## src/rtl/mrom_pkg.sv

```systemverilog
// Constants shared by the masked read-only array controller and its leaves.
// Assumes a 200 MHz system clock and a 24-bit intermodule bus address.
package mrom_pkg;
   localparam int ADDR_W     = 24;
   localparam int REG_OFF_W  = 5;
   localparam int REG_DATA_W = 16;
   localparam int MEM_DATA_W = 32;
   localparam int ROM_IDX_W  = 12;
   localparam int CNT_W      = 4;

   // Array is 8 Kbyte of 16-bit words; register block is 32 bytes
   localparam int ROM_BLOCK_LSB = 13;
   localparam int REG_BLOCK_LSB = 5;
   localparam logic [23:0] REG_BLOCK_BASE = 24'hFFF820;

   // Register offsets, byte addresses inside the block
   localparam logic [4:0] OFF_CONFIG  = 5'h00;
   localparam logic [4:0] OFF_BASE_HI = 5'h04;
   localparam logic [4:0] OFF_BASE_LO = 5'h06;
   localparam logic [4:0] OFF_SIG_HI  = 5'h08;
   localparam logic [4:0] OFF_SIG_LO  = 5'h0A;
   localparam logic [4:0] OFF_BOOT0   = 5'h10;

   // Configuration register fields
   localparam int CFG_STOP_BIT = 15;
   localparam int CFG_BOOT_BIT = 14;
   localparam int CFG_LOCK_BIT = 12;
   localparam int CFG_ASPC_LSB = 8;
   localparam int CFG_WAIT_LSB = 6;
   localparam int ASPC_PROG_ONLY_BIT = 0;
   localparam int BASE_LO_LSB  = 13;

   // Access size codes on the memory port
   localparam logic [1:0] SIZE_BYTE = 2'h0;
   localparam logic [1:0] SIZE_WORD = 2'h1;
   localparam logic [1:0] SIZE_LONG = 2'h2;

   // Mask-programmed defaults
   localparam logic       DEF_BOOT    = 1'b0;
   localparam logic       DEF_LOCK    = 1'b0;
   localparam logic [1:0] DEF_ASPC    = 2'h0;
   localparam logic [1:0] DEF_WAIT    = 2'h0;
   localparam logic [7:0] DEF_BASE_HI = 8'h00;
   localparam logic [2:0] DEF_BASE_LO = 3'h2;
   localparam logic [15:0] SIG_HI     = 16'h5A3C;
   localparam logic [15:0] SIG_LO     = 16'hC3A5;
   localparam logic [15:0] BOOTSTRAP_WORDS [0:3] = '{16'h0000, 16'h0400, 16'h0000, 16'h4000};
   localparam logic [15:0] ROM_SEED   = 16'h9E37;

   // System clocks per transfer for each wait setting
   localparam logic [CNT_W-1:0] XFER_CLK_W0 = 4'h3;
   localparam logic [CNT_W-1:0] XFER_CLK_W1 = 4'h4;
   localparam logic [CNT_W-1:0] XFER_CLK_W2 = 4'h5;
   localparam logic [CNT_W-1:0] XFER_CLK_W3 = 4'h2;
   localparam logic [CNT_W-1:0] XFER_MIN    = 4'h2;
   localparam logic [CNT_W-1:0] XFER_LOAD_OFS = 4'h3;
   localparam logic [2:0] BOOT_WORD_COUNT = 3'h4;
endpackage

```

## src/rtl/mrom_sync.sv

```systemverilog
// Two-flop synchroniser for a level arriving from a pin.
// Assumes the level is slow compared with the system clock.
`timescale 1ns/1ps
module mrom_sync
(
   input  wire logic sys_clk_i,
   input  wire logic srst_i,
   input  wire logic level_i,
   output logic      level_o
);
   logic meta_q;

   always_ff @(posedge sys_clk_i)
   begin
      if (srst_i)
      begin
         meta_q  <= 1'b0;
         level_o <= 1'b0;
      end
      else
      begin
         meta_q  <= level_i;
         level_o <= meta_q;
      end
   end
endmodule

```

## src/rtl/mrom_array.sv

```systemverilog
// Mask-programmed 8 Kbyte read-only array, one combinational read port.
// Assumes contents are fixed at mask time; no write path exists at all.
`timescale 1ns/1ps
module mrom_array
   import mrom_pkg::*;
(
   input  wire logic [mrom_pkg::ROM_IDX_W-1:0] word_idx_i,
   output logic      [15:0]                    word_o
);
   // Contents stand in for the mask pattern; the seed is arbitrary
   always_comb
   begin
      word_o = {word_idx_i[7:0], word_idx_i[11:4]} ^ ROM_SEED;
   end
endmodule

```

## src/rtl/mrom_unit.sv

```systemverilog
// Masked read-only array controller: register block, base mapping,
// space filtering, wait-state sequencing, stop and reset bootstrap vectors.
// Assumes one bus master that waits for the acknowledge before a new request.
//
// Design decisions made here: the register offsets and the strobed register port.
`timescale 1ns/1ps
module mrom_unit
   import mrom_pkg::*;
(
   input  wire logic                             sys_clk_i,
   input  wire logic                             srst_i,
   input  wire logic [mrom_pkg::REG_OFF_W-1:0]   reg_addr_i,
   input  wire logic [mrom_pkg::REG_DATA_W-1:0]  reg_wdata_i,
   input  wire logic                             reg_wr_i,
   input  wire logic                             reg_rd_i,
   output logic      [mrom_pkg::REG_DATA_W-1:0]  reg_rdata_o,
   input  wire logic                             mem_req_i,
   input  wire logic [mrom_pkg::ADDR_W-1:0]      mem_addr_i,
   input  wire logic [1:0]                       mem_size_i,
   input  wire logic                             mem_prog_i,
   input  wire logic                             mem_wr_i,
   input  wire logic [mrom_pkg::REG_DATA_W-1:0]  mem_wdata_i,
   output logic                                  mem_ack_o,
   output logic      [mrom_pkg::MEM_DATA_W-1:0]  mem_rdata_o,
   input  wire logic                             data_line_fourteen_i,
   output logic                                  stop_o,
   output logic                                  boot_vectors_active_o,
   output logic                                  boot_chip_select_enable_o
);
   import mrom_pkg::*;

   typedef enum logic {ST_IDLE, ST_BUSY} mrom_state_t;
   typedef enum logic [1:0] {KIND_ARR, KIND_REG, KIND_BOOT} mrom_kind_t;

   mrom_state_t      state_q;
   mrom_kind_t       kind_d;
   mrom_kind_t       lat_kind_q;
   mrom_kind_t       sel_kind;
   logic             stop_q;
   logic             lock_q;
   logic [1:0]       aspc_q;
   logic [1:0]       wait_q;
   logic [7:0]       base_hi_q;
   logic [2:0]       base_lo_q;
   logic             boot_active_q;
   logic [2:0]       boot_cnt_q;
   logic [CNT_W-1:0] cnt_q;
   logic [23:0]      lat_addr_q;
   logic [1:0]       lat_size_q;
   logic             lat_two_q;
   logic             lat_wr_q;
   logic             d14_sync;
   logic [15:0]      reg_view [0:15];
   logic             reg_hit;
   logic             arr_hit;
   logic             boot_hit;
   logic             space_ok;
   logic             serve;
   logic             two_d;
   logic [CNT_W-1:0] clk_per;
   logic [CNT_W-1:0] total_d;
   logic             finish;
   logic [23:0]      sel_addr;
   logic [1:0]       sel_size;
   logic             sel_two;
   logic             sel_wr;
   logic [ROM_IDX_W-1:0] rom_idx [0:1];
   logic [15:0]      rom_word [0:1];
   logic [15:0]      w0;
   logic [15:0]      w1;
   logic [31:0]      fmt;
   logic             mem_reg_wr;
   logic             wr_en;
   logic [4:0]       wr_off;
   logic [15:0]      wr_data;
   logic [3:0]       reg_idx1;
   logic [1:0]       boot_idx1;
   logic [2:0]       boot_cnt_d;

   mrom_sync u_d14_sync
   (
      .sys_clk_i (sys_clk_i),
      .srst_i    (1'b0),
      .level_i   (data_line_fourteen_i),
      .level_o   (d14_sync)
   );

   // Register view; every word not listed reads as zero
   always_comb
   begin
      for (int i = 0; i < 16; i++)
      begin
         reg_view[i] = 16'h0000;
      end
      reg_view[OFF_CONFIG[4:1]][CFG_STOP_BIT] = stop_q;
      reg_view[OFF_CONFIG[4:1]][CFG_BOOT_BIT] = boot_chip_select_enable_o;
      reg_view[OFF_CONFIG[4:1]][CFG_LOCK_BIT] = lock_q;
      reg_view[OFF_CONFIG[4:1]][CFG_ASPC_LSB +: 2] = aspc_q;
      reg_view[OFF_CONFIG[4:1]][CFG_WAIT_LSB +: 2] = wait_q;
      reg_view[OFF_BASE_HI[4:1]][7:0] = base_hi_q;
      reg_view[OFF_BASE_LO[4:1]][15:13] = base_lo_q;
      reg_view[OFF_SIG_HI[4:1]] = SIG_HI;
      reg_view[OFF_SIG_LO[4:1]] = SIG_LO;
      for (int i = 0; i < 4; i++)
      begin
         reg_view[OFF_BOOT0[4:1] + 4'(i)] = BOOTSTRAP_WORDS[i];
      end
   end

   // Request decode on the memory port
   always_comb
   begin
      reg_hit  = mem_addr_i[23:REG_BLOCK_LSB] == REG_BLOCK_BASE[23:REG_BLOCK_LSB];
      arr_hit  = mem_addr_i[23:ROM_BLOCK_LSB] == {base_hi_q, base_lo_q};
      space_ok = mem_prog_i | ~aspc_q[ASPC_PROG_ONLY_BIT];
      boot_hit = boot_active_q & mem_prog_i & ~mem_wr_i
                 & (mem_addr_i[23:3] == 21'h000000);
      if (boot_hit)
      begin
         kind_d = KIND_BOOT;
      end
      else if (reg_hit)
      begin
         kind_d = KIND_REG;
      end
      else
      begin
         kind_d = KIND_ARR;
      end
      serve = mem_req_i & (state_q == ST_IDLE)
              & (boot_hit | reg_hit | (arr_hit & ~stop_q & space_ok));
   end

   // Transfer length from the wait field
   always_comb
   begin
      case (wait_q)
         2'h0:    clk_per = XFER_CLK_W0;
         2'h1:    clk_per = XFER_CLK_W1;
         2'h2:    clk_per = XFER_CLK_W2;
         default: clk_per = XFER_CLK_W3;
      endcase
      two_d = (mem_size_i == SIZE_LONG)
              | ((mem_size_i == SIZE_WORD) & mem_addr_i[0]);
      total_d = two_d ? CNT_W'(clk_per << 1) : clk_per;
   end

   // Every transfer passes through the busy state, so the answer is never early
   always_comb
   begin
      if (state_q == ST_IDLE)
      begin
         sel_addr = mem_addr_i;
         sel_size = mem_size_i;
         sel_two  = two_d;
         sel_wr   = mem_wr_i;
         sel_kind = kind_d;
      end
      else
      begin
         sel_addr = lat_addr_q;
         sel_size = lat_size_q;
         sel_two  = lat_two_q;
         sel_wr   = lat_wr_q;
         sel_kind = lat_kind_q;
      end
      finish = (state_q == ST_BUSY) & (cnt_q == '0);
   end

   assign rom_idx[0] = sel_addr[ROM_BLOCK_LSB-1:1];
   assign rom_idx[1] = ROM_IDX_W'(sel_addr[ROM_BLOCK_LSB-1:1] + 12'h001);

   genvar p;
   generate
      for (p = 0; p < 2; p++)
      begin : g_port
         mrom_array u_rom
         (
            .word_idx_i (rom_idx[p]),
            .word_o     (rom_word[p])
         );
      end
   endgenerate

   // Word pair and big-endian lane selection
   always_comb
   begin
      reg_idx1  = 4'(sel_addr[4:1] + 4'h1);
      boot_idx1 = 2'(sel_addr[2:1] + 2'h1);
      case (sel_kind)
         KIND_REG:
         begin
            w0 = reg_view[sel_addr[4:1]];
            w1 = reg_view[reg_idx1];
         end
         KIND_BOOT:
         begin
            w0 = BOOTSTRAP_WORDS[sel_addr[2:1]];
            w1 = BOOTSTRAP_WORDS[boot_idx1];
         end
         default:
         begin
            w0 = rom_word[0];
            w1 = rom_word[1];
         end
      endcase
      if (sel_size == SIZE_LONG)
      begin
         fmt = {w0, w1};
      end
      else if (sel_size == SIZE_WORD)
      begin
         fmt = sel_two ? {16'h0000, w0[7:0], w1[15:8]} : {16'h0000, w0};
      end
      else
      begin
         fmt = {24'h000000, sel_addr[0] ? w0[7:0] : w0[15:8]};
      end
   end

   // Register writes; the plain port wins a same-cycle collision
   always_comb
   begin
      mem_reg_wr = serve & (kind_d == KIND_REG) & mem_wr_i;
      wr_en      = reg_wr_i | mem_reg_wr;
      wr_off     = reg_wr_i ? reg_addr_i : mem_addr_i[4:0];
      wr_data    = reg_wr_i ? reg_wdata_i : mem_wdata_i;
   end

   // Sequencer
   always_ff @(posedge sys_clk_i)
   begin
      if (srst_i)
      begin
         state_q    <= ST_IDLE;
         cnt_q      <= '0;
         lat_addr_q <= 24'h000000;
         lat_size_q <= SIZE_BYTE;
         lat_two_q  <= 1'b0;
         lat_wr_q   <= 1'b0;
         lat_kind_q <= KIND_ARR;
      end
      else
      begin
         case (state_q)
            ST_IDLE:
            begin
               if (serve)
               begin
                  lat_addr_q <= mem_addr_i;
                  lat_size_q <= mem_size_i;
                  lat_two_q  <= two_d;
                  lat_wr_q   <= mem_wr_i;
                  lat_kind_q <= kind_d;
                  cnt_q      <= CNT_W'(total_d - XFER_MIN);
                  state_q    <= ST_BUSY;
               end
            end
            ST_BUSY:
            begin
               if (cnt_q == '0)
               begin
                  state_q <= ST_IDLE;
               end
               else
               begin
                  cnt_q <= CNT_W'(cnt_q - 4'h1);
               end
            end
            default:
            begin
               state_q <= ST_IDLE;
            end
         endcase
      end
   end

   // Answer; array writes are acknowledged and change nothing
   always_ff @(posedge sys_clk_i)
   begin
      if (srst_i)
      begin
         mem_ack_o   <= 1'b0;
         mem_rdata_o <= 32'h00000000;
      end
      else
      begin
         mem_ack_o   <= finish;
         mem_rdata_o <= (finish && !sel_wr) ? fmt : 32'h00000000;
      end
   end

   // Plain register port read, data in the following cycle only
   always_ff @(posedge sys_clk_i)
   begin
      if (srst_i)
      begin
         reg_rdata_o <= 16'h0000;
      end
      else
      begin
         reg_rdata_o <= reg_rd_i ? reg_view[reg_addr_i[4:1]] : 16'h0000;
      end
   end

   // Stop bit; the strap is caught while reset is held
   always_ff @(posedge sys_clk_i)
   begin
      if (srst_i)
      begin
         stop_q <= ~d14_sync;
      end
      else if (wr_en && wr_off[4:1] == OFF_CONFIG[4:1])
      begin
         stop_q <= wr_data[CFG_STOP_BIT];
      end
   end

   // Lock is one-way, so a stray write can never remap the array
   always_ff @(posedge sys_clk_i)
   begin
      if (srst_i)
      begin
         lock_q <= DEF_LOCK;
      end
      else if (wr_en && wr_off[4:1] == OFF_CONFIG[4:1] && !lock_q)
      begin
         lock_q <= wr_data[CFG_LOCK_BIT];
      end
   end

   // Space and wait fields are frozen only by a masked lock
   always_ff @(posedge sys_clk_i)
   begin
      if (srst_i)
      begin
         aspc_q <= DEF_ASPC;
         wait_q <= DEF_WAIT;
      end
      else if (wr_en && wr_off[4:1] == OFF_CONFIG[4:1] && !DEF_LOCK)
      begin
         aspc_q <= wr_data[CFG_ASPC_LSB +: 2];
         wait_q <= wr_data[CFG_WAIT_LSB +: 2];
      end
   end

   // Base registers
   always_ff @(posedge sys_clk_i)
   begin
      if (srst_i)
      begin
         base_hi_q <= DEF_BASE_HI;
         base_lo_q <= DEF_BASE_LO;
      end
      else if (wr_en && stop_q && !lock_q)
      begin
         if (wr_off[4:1] == OFF_BASE_HI[4:1])
         begin
            base_hi_q <= wr_data[7:0];
         end
         if (wr_off[4:1] == OFF_BASE_LO[4:1])
         begin
            base_lo_q <= wr_data[15:BASE_LO_LSB];
         end
      end
   end

   // Bootstrap vectors retire after four words have been fetched
   always_comb
   begin
      boot_cnt_d = 3'(boot_cnt_q + (sel_two ? 3'h2 : 3'h1));
   end

   always_ff @(posedge sys_clk_i)
   begin
      if (srst_i)
      begin
         boot_active_q <= ~DEF_BOOT;
         boot_cnt_q    <= 3'h0;
      end
      else if (finish && sel_kind == KIND_BOOT)
      begin
         boot_cnt_q <= boot_cnt_d;
         if (boot_cnt_d >= BOOT_WORD_COUNT)
         begin
            boot_active_q <= 1'b0;
         end
      end
   end

   // Status outputs
   always_ff @(posedge sys_clk_i)
   begin
      if (srst_i)
      begin
         stop_o                    <= 1'b0;
         boot_vectors_active_o     <= 1'b0;
         boot_chip_select_enable_o <= DEF_BOOT;
      end
      else
      begin
         stop_o                    <= stop_q;
         boot_vectors_active_o     <= boot_active_q;
         boot_chip_select_enable_o <= DEF_BOOT;
      end
   end
endmodule

```

## config.mk

```make
export PLATFORM = sky130hd
export DESIGN_NAME = mrom_unit
export DESIGN_NICKNAME = d
export VERILOG_FILES = /design/src/rtl/mrom_pkg.sv /design/src/rtl/mrom_sync.sv /design/src/rtl/mrom_array.sv /design/src/rtl/mrom_unit.sv
export SDC_FILE = /design/constraint.sdc
export NUM_CORES = 1
export LEC_CHECK = 0
export BUFFER_PORTS_ARGS = -buffer_cell sky130_fd_sc_hd__buf_4
export CELL_PAD_IN_SITES_DETAIL_PLACEMENT = 1
export CELL_PAD_IN_SITES_GLOBAL_PLACEMENT = 2
export CORE_ASPECT_RATIO = 0.9
export CORE_MARGIN = 2
export CORE_UTILIZATION = 29
export CTS_CLUSTER_SIZE = 28
export DETAILED_ROUTE_END_ITERATION = 8
export GPL_ROUTABILITY_DRIVEN = 0
export GPL_TIMING_DRIVEN = 0
export PLACE_DENSITY = 0.83
export SLEW_MARGIN = 0
export SYNTH_ARGS = -nofsm -noshare
export SYNTH_HDL_FRONTEND = slang
export SYNTH_SLANG_ARGS = --single-unit
```

## constraint.sdc

```tcl
create_clock -name sys_clk_i -period 3.8 [get_ports sys_clk_i]
set_clock_uncertainty 0.2 [all_clocks]
set_input_delay 1.14 -clock sys_clk_i [delete_from_list [all_inputs] [get_ports sys_clk_i]]
set_output_delay 1.14 -clock sys_clk_i [all_outputs]
set_load 0.05 [all_outputs]
```

==> impl_summary.md <==
Synthesis
The number of warnings reported in the yosys synthesis log is 0. The number of enable flip-flop cells after synthesis is 1. The most used flip-flop cell after synthesis is sky130_fd_sc_hd__dfxtp_1. The fraction of registers with async set/reset is 0%.

The proportion of netlist area held by the largest area contributor is between 30 and 40%. The most frequent cell after synthesis is sky130_fd_sc_hd__dfxtp_1. After technology mapping, the gate count stands at between 700 and 800. sky130_fd_sc_hd__dfxtp_1 takes more of the synthesized area than any other cell. Sorting the synthesized cells by area gives the leading types as sky130_fd_sc_hd__dfxtp_1, sky130_fd_sc_hd__a21oi_1, sky130_fd_sc_hd__mux2i_1, sky130_fd_sc_hd__o21ai_0, sky130_fd_sc_hd__nor2_1. The number of library cell types mapped by synthesis is slightly above 90. By area, the combinational part of the netlist is dominated by compound AO/OA/AOI/OAI gates. Each instance of the synthesized netlist takes up on average 8.312 um2. After synthesis the cells add up to 6035 um2. The synthesized netlist devotes 3.235% of its cell area to adder and majority cells.

The post-synthesis share of cell area spent on and, or, nand and nor gates is a little under a quarter. The part of the Yosys area used for sequential elements is 32.68%. The compound-gate portion of the synthesized area is 24.42%.

Synthesis inferred between 90 and 100 register bits. Counting every net in the synthesized netlist gives around 800. Of the post-synthesis cell area, the part taken by muxes is 8.128%.

The synthesized netlist devotes between 3 and 4% of its cell area to XOR and XNOR gates. Counting instances in the post-synthesis netlist gives the leading cell types as sky130_fd_sc_hd__dfxtp_1, sky130_fd_sc_hd__a21oi_1, sky130_fd_sc_hd__nor2_1.

Run
The number of violations of the max-capacitance limit is 0.

STA
The number of failing hold endpoints at the final stage is 0. Setup repair after global routing could not meet its margin everywhere. The number of setup violations in the final report is 2. The least setup slack across all paths after layout is -0.02650 ns. The worst path in the final design needs a cycle of approximately 3.8 ns, including I/O delays and setup. Measured against its own limit, the worst slew margin works out to between 30% and 40%. The worst path uses 100.7% of the clock period. For the pin with the worst max-slew slack, the measured transition is about 1 ns. The max-slew violation count was 0. Across all hold checks on the routed design, the worst slack comes to between 0.1 and 0.15 ns. The upper clock frequency limit is about 260 MHz.

Finish
After the last flow step, the layout net total stands at 970. In the final layout, the share of cells above drive strength 1 is roughly 30%. The layout has between 2000 and 2500 filler cells. The count of inserted antenna diode cells is 0. Compared with the post-synthesis result, the final layout area differs by 34.96%.

Worst setup path
The endpoint kind of the worst setup timing path is a flop. The critical path data required time is roughly 3.9 ns. The worst setup path is launched from an input port. The worst flop-to-flop path endpoint is mem_rdata_o[6].

The number of cells traversed by the worst register-to-register path is 14. The most critical setup path has its startpoint at mem_addr_i[17]. The critical-path cell with the highest stage delay is sky130_fd_sc_hd__or4_4. The worst register-to-register path has a setup slack of between 0.3 and 0.4 ns.

The critical path goes through buf_6, or4_4, nor3_2, nand4_1, o21a_1, inv_2, ha_4, nor2b_4, buf_12, o21ai_4, o41a_1, inv_1, a2bb2o_4, nor4_4. The type of the worst setup path is input port to flop. In this run the critical register-to-register path is launched from state_q. In this run the worst path has a maximum fanout of 3. Data arrives at the worst endpoint at 3.89 ns. In this design, the stage delay of the slowest critical-path cell is approximately 0.52 ns.

Power and ir drop
Power spread over the standard cell area amounts to slightly below 300 nW/um2. The total power after layout is 2396 uW. For this design the static power due to leakage is ~0.0031 uW. The peak supply drop is 0.1903 mV.

Routing
For this run, the detailed router's first-pass iteration total came to 5. The overall routed net length is ~24000 um. The final route contains 6284 vias. The count of nets left with antenna violations once routing finished came out at 0. The post-detailed-route via-to-cell ratio is 5.469. The post-detailed-route wirelength per cell is ~21 um. The remaining routing DRC violations is 0.

The number of violations reported at the end of detailed-routing iteration 0 is about 530.

Die
The y dimension of the die is between 100 and 150 um. The initial core utilization is 29.32%. In this run the core area contains 50 standard-cell rows. The floorplan step defined a die boundary enclosing ~22000 um2. The total core area is between 20000 and 25000 um2. The floorplan step set the die width to 156.1 um.

In this run the count of I/O pins placed on the die edge is 123.

GRT
The via count of the first global-routing pass is 6200. Global routing used 21.69% of the available tracks across all layers. Entering global routing, the biggest net connects 18 pins. The total overflow left after global routing is 0. The number of antenna violations at the first check in global routing is 0. The first-pass GRT wire length is roughly 36000 um.

Run status
The flow ran to the end, but the final reports show violations. The checks that failed: negative setup slack.

Hold path
The path with the worst hold slack has its endpoint at u_d14_sync.level_o. The worst hold path belongs to the class flop to flop. The launch instance of the worst min-delay path is u_d14_sync.meta_q. The worst hold path stage count is 0.

Clock tree
The post-CTS clock slew at the launch and capture registers of the worst setup and hold paths is approximately 0.07 ns. Clock latency on the worst-skew pair, taken at its later pin, is 0.36 ns. The number of clock buffers added by TritonCTS is 9. The H-tree level count is 3.

The CTS tree is done. The clock sink total is 98. The longest clock path from root to sink contains 2 buffers. After clock tree synthesis, the flow added hold-fix buffers numbering 0.

Clock tree synthesis selected as its root buffer the cell sky130_fd_sc_hd__clkbuf_16.

Placement
The number of buffer cells added on primary ports is about 120. The wire-length estimate of the detail-placed layout is 18310 um.
state kept, by name (all words and copies together) (netlist names), 2 cells and up:
signal and flops:
lat_addr_q 13, base_hi_q 8, aspc_q 2, lat_kind_q 2, reg_rdata_o 16, lat_size_q 2
mem_rdata_o 32, boot_cnt_q 3, wait_q 2, base_lo_q 3, cnt_q 4
cells in the final DEF, fill, tap and decap left out, types with 5 or more instances in the layout:
cell,count
sky130_fd_sc_hd__xor2_1,11
sky130_fd_sc_hd__nor2_1,61
sky130_fd_sc_hd__nand3_1,29
sky130_fd_sc_hd__o22ai_1,6
sky130_fd_sc_hd__or3_1,6
sky130_fd_sc_hd__mux2i_1,31
sky130_fd_sc_hd__nor3_1,21
sky130_fd_sc_hd__mux2_2,12
sky130_fd_sc_hd__buf_2,9
sky130_fd_sc_hd__a31oi_1,7
sky130_fd_sc_hd__inv_1,21
sky130_fd_sc_hd__nor2b_1,11
sky130_fd_sc_hd__clkbuf_1,25
sky130_fd_sc_hd__nand2_1,46
sky130_fd_sc_hd__buf_4,144
sky130_fd_sc_hd__nand2b_1,11
sky130_fd_sc_hd__a21o_1,5
sky130_fd_sc_hd__o21ai_1,5
sky130_fd_sc_hd__clkbuf_16,10
sky130_fd_sc_hd__a21oi_2,7
sky130_fd_sc_hd__buf_6,8
sky130_fd_sc_hd__o21ai_0,45
sky130_fd_sc_hd__nor4_1,6
sky130_fd_sc_hd__nand4_1,7
sky130_fd_sc_hd__dfxtp_1,97
sky130_fd_sc_hd__a21oi_1,54
sky130_fd_sc_hd__ha_1,13
sky130_fd_sc_hd__a211oi_1,16
sky130_fd_sc_hd__o211ai_1,7
sky130_fd_sc_hd__xnor2_1,10
what timing repair did:
item | CTS | global route
gates resized for setup | 21 | 40
cloned | 0 | 1
buffers inserted | 9 | 23
endpoints found under the setup margin | 19 | 15
pin swaps | 7 | 9
hold endpoints to repair | 0 | 0
layer usage:
layer | vias to the layer above | wire [um] | global-route usage (%)
li1 | 2995 | - | -
met1 | 3077 | 11410 | 29.71
met2 | 174 | 11320 | 34.75
met3 | 38 | 1068 | 3.689
met4 | 0 | 587 | 7.050
met5 | - | 0 | 0
how the worst max path moves through the flow:
stage	to	slack, ns
2_1_floorplan	mem_rdata_o[6]	-0.08
3_3_place_gp	mem_rdata_o[5]	-0.87
3_5_place_dp	mem_rdata_o[5]	-0.85
4_1_cts	mem_rdata_o[5]	-0.02
5_1_grt	mem_rdata_o[0]	-0.11
6_report	mem_rdata_o[0]	-0.03
power breakdown:
| group | internal [uW] | switching, uW |
|---|---|---|
| sequential | 1040 | 10.1 |
| combinational | 160 | 247 |
| clock | 519 | 423 |
layout make-up:
class,instances,area (um2),share of cell area (%)
timing repair buffer,148,1167,14.33
clock inverter,6,72.57,0.8911
sequential,98,1972,24.21
buffer,46,250.2,3.073
clock buffer,10,229.0,2.811
multi-input combinational,555,4013,49.27
tap,260,325.3,3.994
inverter,26,115.1,1.413
logic make-up after synthesis:
logic type | after synthesis
fa+ha+maj | 15
mux | 45
xor+xnor | 21
other cells | 1
simple gates | 254
buf+inv | 73
compound gates | 219
flops | 98
through the flow:
step	util, %	area [um2]	instances	TNS [ns]	setup WS [ns]
floorplan	-	6130	726	-0.3560	-0.07741
global placement	35.59	7326	1102	-15.75	-0.8746
detailed placement	35.59	7326	1102	-16.04	-0.8483
CTS	37.95	7810	1127	-0.02556	-0.01761
global route	39.57	8144	1149	-0.5564	-0.1130
finish	39.57	8144	1149	-0.03990	-0.02650
worst max-delay path, delay by kind of cell:
| family | cells | cell delay, ns |
|---|---|---|
| simple gates | 5 | 1.16 |
| fa+ha+maj | 1 | 0.22 |
| buf+inv | 4 | 0.42 |
| compound gates | 4 | 0.93 |
(Power assumes the default switching activity.)
